### config.mk
export PLATFORM = sky130hd
export DESIGN_NAME = dwd_watchdogs
export DESIGN_NICKNAME = d
export VERILOG_FILES = /design/src/pkg/dwd_pkg.sv /design/src/rtl/dwd_channel.sv /design/src/rtl/dwd_watchdogs.sv
export VERILOG_INCLUDE_DIRS = /design/src /design/src/pkg
export SDC_FILE = /design/constraint.sdc
export NUM_CORES = 1
export LEC_CHECK = 0
export BUFFER_PORTS_ARGS = -buffer_cell sky130_fd_sc_hd__buf_4
export CAP_MARGIN = 40
export CORE_ASPECT_RATIO = 1.2
export CORE_UTILIZATION = 40
export CTS_CLUSTER_SIZE = 10
export DETAILED_ROUTE_END_ITERATION = 6
export HOLD_SLACK_MARGIN = 0.06
export PLACE_DENSITY = 0.67
export SKIP_LAST_GASP = 1
export SLEW_MARGIN = 20
export SYNTH_ARGS = -nofsm -noshare
export SYNTH_HDL_FRONTEND = slang
export SYNTH_SLANG_ARGS = --single-unit
### constraint.sdc
create_clock -name CLOCK -period 6.5 [get_ports CLOCK]
set_input_delay 0.325 -clock CLOCK [delete_from_list [all_inputs] [get_ports CLOCK]]
set_output_delay 0.325 -clock CLOCK [all_outputs]
set_load 0.01 [all_outputs]
### src/pkg/dwd_defines.svh
`ifndef DWD_DEFINES_SVH
`define DWD_DEFINES_SVH

// Default overflow counts of the two channels, in CLOCK cycles.
`define DWD_FIRST_DEFAULT_COUNT 32'h0001_0000
`define DWD_SECOND_DEFAULT_COUNT 32'h0004_0000
// Default oscillation stabilization wait, in CLOCK cycles.
`define DWD_STAB_DEFAULT_COUNT 32'h0000_4000
// Width of each channel's counter.
`define DWD_COUNT_WIDTH 32

`endif

### src/pkg/dwd_pkg.sv
package dwd_pkg;
  // Operating roles of the first channel.
  typedef enum logic [1:0] {
    DWD_MODE_WATCHDOG,
    DWD_MODE_INTERVAL,
    DWD_MODE_STABILIZE
  } dwd_mode_t;

  // Overflow response of a watchdog channel.
  typedef enum logic {
    DWD_RESP_NMI,
    DWD_RESP_RESET
  } dwd_resp_t;

  // Requests a channel raises toward the interrupt controller and reset logic.
  typedef struct packed {
    logic nmi;
    logic rst;
    logic irq;
  } dwd_req_t;
endpackage

### src/rtl/dwd_channel.sv
`timescale 1ns/100ps
`include "dwd_defines.svh"

// One free-running overflow counter with restart and enable.
// Emits a one-cycle overflow pulse and reloads from zero, so interval use repeats.
module dwd_channel #(
  parameter int WIDTH = `DWD_COUNT_WIDTH
) (
  input wire logic clock,
  input wire logic resetn,
  input wire logic enable,
  input wire logic restart,
  input wire logic [WIDTH-1:0] limit,
  output logic overflow,
  output logic [WIDTH-1:0] count
);
  // Restart wins over counting; a stopped channel holds its value.
  always_ff @(posedge clock) begin
    if (!resetn) begin
      count <= '0;
      overflow <= 1'b0;
    end else if (restart || !enable) begin
      count <= restart ? '0 : count;
      overflow <= 1'b0;
    end else if (count >= limit - WIDTH'(1)) begin
      count <= '0;
      overflow <= 1'b1;
    end else begin
      count <= count + WIDTH'(1);
      overflow <= 1'b0;
    end
  end
endmodule

### src/rtl/dwd_watchdogs.sv
`timescale 1ns/100ps
`include "dwd_defines.svh"

// Behaviour
// - Two independent counters each overflow unless software restarts them, flagging a runaway.
// - In watchdog mode the first channel's overflow raises its NMI or its reset request.
// - In interval mode each first-channel overflow raises only its maskable interrupt.
// - The first channel can time the oscillation stabilization wait before operation resumes.
// - The second channel counts from reset release with no software action.
// - The second channel's overflow raises its NMI or its reset request as selected.
module dwd_watchdogs #(
  parameter int WIDTH = `DWD_COUNT_WIDTH,
  parameter logic [WIDTH-1:0] FIRST_DEFAULT = WIDTH'(`DWD_FIRST_DEFAULT_COUNT),
  parameter logic [WIDTH-1:0] SECOND_DEFAULT = WIDTH'(`DWD_SECOND_DEFAULT_COUNT),
  parameter logic [WIDTH-1:0] STAB_DEFAULT = WIDTH'(`DWD_STAB_DEFAULT_COUNT)
) (
  input wire logic CLOCK,
  input wire logic RESETN,
  input wire logic FIRST_ENABLE,
  input wire dwd_pkg::dwd_mode_t FIRST_MODE,
  input wire dwd_pkg::dwd_resp_t FIRST_RESPONSE,
  input wire logic [WIDTH-1:0] FIRST_LIMIT,
  input wire logic FIRST_RESTART,
  input wire logic STAB_START,
  input wire logic SECOND_STOP,
  input wire dwd_pkg::dwd_resp_t SECOND_RESPONSE,
  input wire logic [WIDTH-1:0] SECOND_LIMIT,
  input wire logic SECOND_RESTART,
  output dwd_pkg::dwd_req_t FIRST_REQ,
  output dwd_pkg::dwd_req_t SECOND_REQ,
  output logic STAB_DONE,
  output logic STAB_BUSY
);
  import dwd_pkg::*;

  // Internal overflow pulses, counts and the selected limits of both channels.
  logic first_ovf;
  logic second_ovf;
  logic [WIDTH-1:0] first_count;
  logic [WIDTH-1:0] second_count;
  logic [WIDTH-1:0] first_limit;
  logic [WIDTH-1:0] second_limit;
  logic first_run;
  logic first_restart;

  // A limit of zero selects the default, so an unconfigured chip still has protection.
  function automatic logic [WIDTH-1:0] pick_limit(input logic [WIDTH-1:0] req,
                                                   input logic [WIDTH-1:0] dflt);
    pick_limit = (req == '0) ? dflt : req;
  endfunction

  // The stabilization wait uses its own default when no limit is given.
  always_comb begin
    first_limit = pick_limit(FIRST_LIMIT,
                             (FIRST_MODE == DWD_MODE_STABILIZE) ? STAB_DEFAULT : FIRST_DEFAULT);
    second_limit = pick_limit(SECOND_LIMIT, SECOND_DEFAULT);
    first_run = STAB_BUSY || (FIRST_ENABLE && FIRST_MODE != DWD_MODE_STABILIZE);
    first_restart = FIRST_RESTART || STAB_START;
  end

  // First channel counter.
  dwd_channel #(.WIDTH(WIDTH)) u_first (
    .clock(CLOCK),
    .resetn(RESETN),
    .enable(first_run),
    .restart(first_restart),
    .limit(first_limit),
    .overflow(first_ovf),
    .count(first_count)
  );

  // Second channel counter; it runs from reset unless explicitly stopped.
  dwd_channel #(.WIDTH(WIDTH)) u_second (
    .clock(CLOCK),
    .resetn(RESETN),
    .enable(!SECOND_STOP),
    .restart(SECOND_RESTART),
    .limit(second_limit),
    .overflow(second_ovf),
    .count(second_count)
  );

  // Stabilization wait: busy from start until the first overflow, then a done pulse.
  always_ff @(posedge CLOCK) begin
    if (!RESETN) begin
      STAB_BUSY <= 1'b0;
      STAB_DONE <= 1'b0;
    end else begin
      STAB_DONE <= 1'b0;
      if (STAB_START && FIRST_MODE == DWD_MODE_STABILIZE) begin
        STAB_BUSY <= 1'b1;
      end else if (STAB_BUSY && first_ovf) begin
        STAB_BUSY <= 1'b0;
        STAB_DONE <= 1'b1;
      end
    end
  end

  // First channel requests, one-cycle pulses steered by mode and response.
  always_ff @(posedge CLOCK) begin
    if (!RESETN) begin
      FIRST_REQ <= '0;
    end else begin
      FIRST_REQ.nmi <= first_ovf && FIRST_MODE == DWD_MODE_WATCHDOG
                       && FIRST_RESPONSE == DWD_RESP_NMI;
      FIRST_REQ.rst <= first_ovf && FIRST_MODE == DWD_MODE_WATCHDOG
                       && FIRST_RESPONSE == DWD_RESP_RESET;
      FIRST_REQ.irq <= first_ovf && FIRST_MODE == DWD_MODE_INTERVAL;
    end
  end

  // Second channel requests; it has no maskable interrupt.
  always_ff @(posedge CLOCK) begin
    if (!RESETN) begin
      SECOND_REQ <= '0;
    end else begin
      SECOND_REQ.nmi <= second_ovf && SECOND_RESPONSE == DWD_RESP_NMI;
      SECOND_REQ.rst <= second_ovf && SECOND_RESPONSE == DWD_RESP_RESET;
      SECOND_REQ.irq <= 1'b0;
    end
  end

  // A watchdog-mode overflow of the first channel is never lost.
  property p_first_wd;
    @(posedge CLOCK) disable iff (!RESETN)
      first_ovf && FIRST_MODE == DWD_MODE_WATCHDOG |=> (FIRST_REQ.nmi || FIRST_REQ.rst);
  endproperty
  a_first_wd: assert property (p_first_wd) else $error("first watchdog overflow lost");

  // An interval overflow raises the maskable interrupt and nothing else.
  property p_first_iv;
    @(posedge CLOCK) disable iff (!RESETN)
      first_ovf && FIRST_MODE == DWD_MODE_INTERVAL |=> FIRST_REQ.irq && !FIRST_REQ.nmi
      && !FIRST_REQ.rst;
  endproperty
  a_first_iv: assert property (p_first_iv) else $error("interval overflow wrong request");

  // The maskable interrupt never appears without an overflow behind it.
  property p_irq_cause;
    @(posedge CLOCK) disable iff (!RESETN)
      FIRST_REQ.irq |-> $past(first_ovf);
  endproperty
  a_irq_cause: assert property (p_irq_cause) else $error("interval irq without overflow");

  // The end of the wait is marked once and releases the busy flag.
  property p_stab;
    @(posedge CLOCK) disable iff (!RESETN)
      STAB_BUSY && first_ovf && !STAB_START |=> STAB_DONE && !STAB_BUSY;
  endproperty
  a_stab: assert property (p_stab) else $error("stabilization end missed");

  // The second channel counts on its own once reset is released.
  property p_second_runs;
    @(posedge CLOCK) disable iff (!RESETN)
      !SECOND_STOP && !SECOND_RESTART && !second_ovf && second_count < second_limit - WIDTH'(1)
      |=> second_count == $past(second_count) + WIDTH'(1);
  endproperty
  a_second_runs: assert property (p_second_runs) else $error("second channel not counting");

  // Every second-channel overflow leaves exactly one request.
  property p_second_req;
    @(posedge CLOCK) disable iff (!RESETN)
      second_ovf |=> (SECOND_REQ.nmi != SECOND_REQ.rst);
  endproperty
  a_second_req: assert property (p_second_req) else $error("second overflow lost");

  // A second-channel request always has an overflow behind it.
  property p_second_cause;
    @(posedge CLOCK) disable iff (!RESETN)
      (SECOND_REQ.nmi || SECOND_REQ.rst) |-> $past(second_ovf);
  endproperty
  a_second_cause: assert property (p_second_cause) else $error("second request uncaused");

  // A restart clears the count and holds off an overflow in the same cycle.
  property p_restart;
    @(posedge CLOCK) disable iff (!RESETN)
      SECOND_RESTART |=> second_count == '0 && !second_ovf;
  endproperty
  a_restart: assert property (p_restart) else $error("restart did not clear counter");

  // Watchdog requests of the first channel only ever follow its own overflow.
  property p_first_cause;
    @(posedge CLOCK) disable iff (!RESETN)
      (FIRST_REQ.nmi || FIRST_REQ.rst) |-> $past(first_ovf);
  endproperty
  a_first_cause: assert property (p_first_cause) else $error("first request uncaused");

  // At most one request line of the first channel is high in any cycle.
  property p_first_onehot;
    @(posedge CLOCK) disable iff (!RESETN)
      $onehot0({FIRST_REQ.nmi, FIRST_REQ.rst, FIRST_REQ.irq});
  endproperty
  a_first_onehot: assert property (p_first_onehot) else $error("first requests overlap");

  // The second channel has no maskable interrupt and never raises both of its requests.
  property p_second_only;
    @(posedge CLOCK) disable iff (!RESETN)
      !SECOND_REQ.irq && !(SECOND_REQ.nmi && SECOND_REQ.rst);
  endproperty
  a_second_only: assert property (p_second_only) else $error("second request malformed");

  // While the first channel times the stabilization wait it raises no request at all.
  property p_stab_quiet;
    @(posedge CLOCK) disable iff (!RESETN)
      FIRST_MODE == DWD_MODE_STABILIZE |=> FIRST_REQ == '0;
  endproperty
  a_stab_quiet: assert property (p_stab_quiet) else $error("request during wait");

  // A start in stabilize mode marks the wait busy and begins it from a cleared count.
  property p_stab_start;
    @(posedge CLOCK) disable iff (!RESETN)
      STAB_START && FIRST_MODE == DWD_MODE_STABILIZE |=> STAB_BUSY && first_count == '0;
  endproperty
  a_stab_start: assert property (p_stab_start) else $error("start not taken");

  // The done marker is a single-cycle pulse, so a waiting sequencer sees it once.
  property p_done_pulse;
    @(posedge CLOCK) disable iff (!RESETN)
      STAB_DONE |=> !STAB_DONE;
  endproperty
  a_done_pulse: assert property (p_done_pulse) else $error("done held too long");

  // A running first channel advances by one each cycle until it reaches one below its limit.
  property p_first_runs;
    @(posedge CLOCK) disable iff (!RESETN)
      first_run && !first_restart && first_count < first_limit - WIDTH'(1)
      |=> first_count == $past(first_count) + WIDTH'(1);
  endproperty
  a_first_runs: assert property (p_first_runs) else $error("first channel not counting");

  // A stopped second channel holds its count, so stopping loses no progress.
  property p_second_hold;
    @(posedge CLOCK) disable iff (!RESETN)
      SECOND_STOP && !SECOND_RESTART |=> second_count == $past(second_count);
  endproperty
  a_second_hold: assert property (p_second_hold) else $error("stopped count moved");
endmodule

==> results.ini <==
[status]
status=finished, final reports clean

[timing]
maxSlewHeadroom_pct=45.1
slew_violations=0
fmax_mhz=218
fin_setup_tns_ps=0
finalHoldViolCount=0
worst_clock_skew_ps=4.19
period_minus_slack_ps=4590
rsz0062_at_grt=no
fin_crit_sh_pct=70.5
finalSetupViolations=0
worst_pin_slew_ps=823

[placement]
io_buffers=81
gp_congestion=0.845
dp_hpwl_um=12200

[routing]
wl_per_cell_um=14.4
drtAntennaViolNets=0
wirelength_um=15700
vias=6172
via_per_inst=5.67
drc=0
dr.first_iter.drc_count=305
dr.pass1.iters=5

[worst_setup_path]
critPathArrivalTime_ps=4870
critPathKind=primary input to flip-flop
end_kind=flip-flop
rrSetupSlack_ps=3500
r2r-start=u_second.count[21]
cp_max_fo=13
reg2reg_depth=7
r2r_end=u_second.count[29]
startpoint_type=primary input
cp_data_required_time_ps=6780

[clock_network]
clkTransAtPathRegs_ps=60
hold_buffers=0
post_cts_resized=0
cts_tree=done
clockBufferDepth=2
numCtsBuffers=9
clk_latency_ps=340
htreeDepth=3
clock_sinks=73
postCtsSetupRepairBufs=0
clockRootBuffer=clkbuf_16

[floorplan]
io_pins=83
start_util_pct=40.9
die_area_sq_um=16500
dieHeight_um=141
rows=50
die_w_um=117
core_area_sq_um=15600

[synthesis]
avgSynthCellArea_sq_um=7.94
ys_warn_count=0
ys_types=64
synth_edf_count=0
synth_top_area_share_pct=22.8
synth_async_sr_flop_share_pct=0
synth_area_sq_um=6400
syn_nets=949
ys_ff_latch=73
yosysTopAreaCell=dfxtp_1
yosysSeqAreaShare_pct=22.8
syn_inst=806
ys.flop_type=dfxtp_1
ys_top_cells_by_area=dfxtp_1 23%, ha_1 13%, xnor2_1 6.4%

[global_routing]
grt_max_degree=43
grt_usage_pct=19.2
grt_pass1_vias=5586
antenna_found_initial=0
grt-ovfl-total=0
grt_first_pass_wirelength_um=26200

[power]
p_int_uw=821
p_leak_nw=2.86
power.density_nw_per_um2=145
p_seq_share_pct=41.3
p_comb_share_pct=12.7
p_sw_share_pct=24.7
power.switching_uw=270
clkPwrFrac_pct=46.1
irDropWorstVdd_uv=120

[min_path]
hold_start=FIRST_RESPONSE
holdPathStages=2
hp-class=primary input to flip-flop
hold_path_end=FIRST_REQ[2]

[layout]
area_delta_synth_final_pct=17.4
fin_util_pct=48.0
nNetsFinal=1019
antennaDiodeCount=0
final_common_cell=buf_4
final_layout_size_suffix_gt1_share_pct=14.4
final_cell_mix=86 x buf_4, 78 x nand2_1, 73 x dfxtp_1, 68 x ha_1, 67 x nor2_1

[job]
cap_violations=0

power groups by stage:
stage / sequential (mW) / clock (mW) / combinational [mW]
final: 0.450 / 0.502 / 0.138
after detailed placement: 0.460 / 0 / 0.137
after global placement: 0.460 / 0 / 0.136
after CTS: 0.450 / 0.510 / 0.138
after floorplan: 0.459 / 0 / 0.0692
after global routing: 0.450 / 0.527 / 0.154
registers in the layout (all words and copies together) (netlist names):
signal	count
u_second.overflow	1
STAB_DONE	1
STAB_BUSY	1
u_first.count	32
SECOND_REQ	2
u_second.count	32
FIRST_REQ	3
u_first.overflow	1
synth_stat cells, drive strengths merged, types with 4 or more instances:
library cell	number
nor2	67
nor4	31
or3	8
nand2	78
a211oi	4
o31ai	27
nor2b	5
nand3	43
o21a	4
a31oi	14
o21ai	24
a211o	4
xnor2	47
and3	12
xor2	13
a21o	17
nand4	32
nor4b	12
a221o	7
and4	6
a22o	8
inv	22
ha	68
or4	19
o31a	4
a21oi	25
mux2i	6
nand2b	9
dfxtp	73
a311o	4
nor3	45
clkbuf	25
and2	6
or2	6
worst max path at each step:
| stage | from | to | cells past startpoint |
|---|---|---|---|
| 2_1_floorplan | FIRST_LIMIT[17] | u_first.count[25] | 15 |
| 3_3_place_gp | SECOND_LIMIT[0] | u_second.count[26] | 14 |
| 3_5_place_dp | SECOND_LIMIT[0] | u_second.count[29] | 14 |
| 4_1_cts | SECOND_LIMIT[0] | u_second.count[29] | 14 |
| 5_1_grt | SECOND_LIMIT[0] | u_second.count[29] | 14 |
| 6_report | SECOND_LIMIT[0] | u_second.count[29] | 14 |
cells by family after synthesis:
logic type	Yosys count	share of synthesized area, %
simple gates	385	33.1
compound gates	160	17.9
flops	73	22.8
fa+ha+maj	68	13.3
xor+xnor	60	8.21
buf+inv	50	3.13
mux	9	1.47
other cells	1	0.0586
final cells by class:
class / count / area, sq um
Sequential cell: 73 / 1460
Timing Repair Buffer: 87 / 657
Clock buffer: 10 / 239
Inverter: 22 / 82.6
Fill cell: 1589 / 8130
Tap cell: 208 / 260
Multi-Input combinational cell: 683 / 4750
Clock inverter: 6 / 57.6
worst max-delay path, cell delays in order:
cell	delay, ps
buf_4	120
or4_4	530
or3b_1	460
or2_1	280
nor3_4	300
nor4b_4	260
xnor2_1	150
ha_1	260
nand4_1	140
nor2_1	60
a221oi_1	480
nand3_1	490
nor2_1	740
a221o_1	260
routing by layer:
layer  part of all wire (%)  wire [um]  GRT usage (%)
met1                     46       7260           24.5
met2                     48       7480           33.2
met3                    3.8        601           1.90
met4                    2.1        325           7.83
met5                      0          0              0
stage by stage:
step	hold WS [ps]	cells	setup WS [ps]	instance area [sq um]	total power [mW]
global placement	421	1072	1550	7200	0.595
CTS	143	1088	1860	7500	1.10
detailed placement	425	1072	1510	7200	0.597
finish	153	1089	1910	7510	1.09
floorplan	397	806	2500	6400	0.529
global route	164	1089	1470	7510	1.13
(Power assumes the default switching activity.)
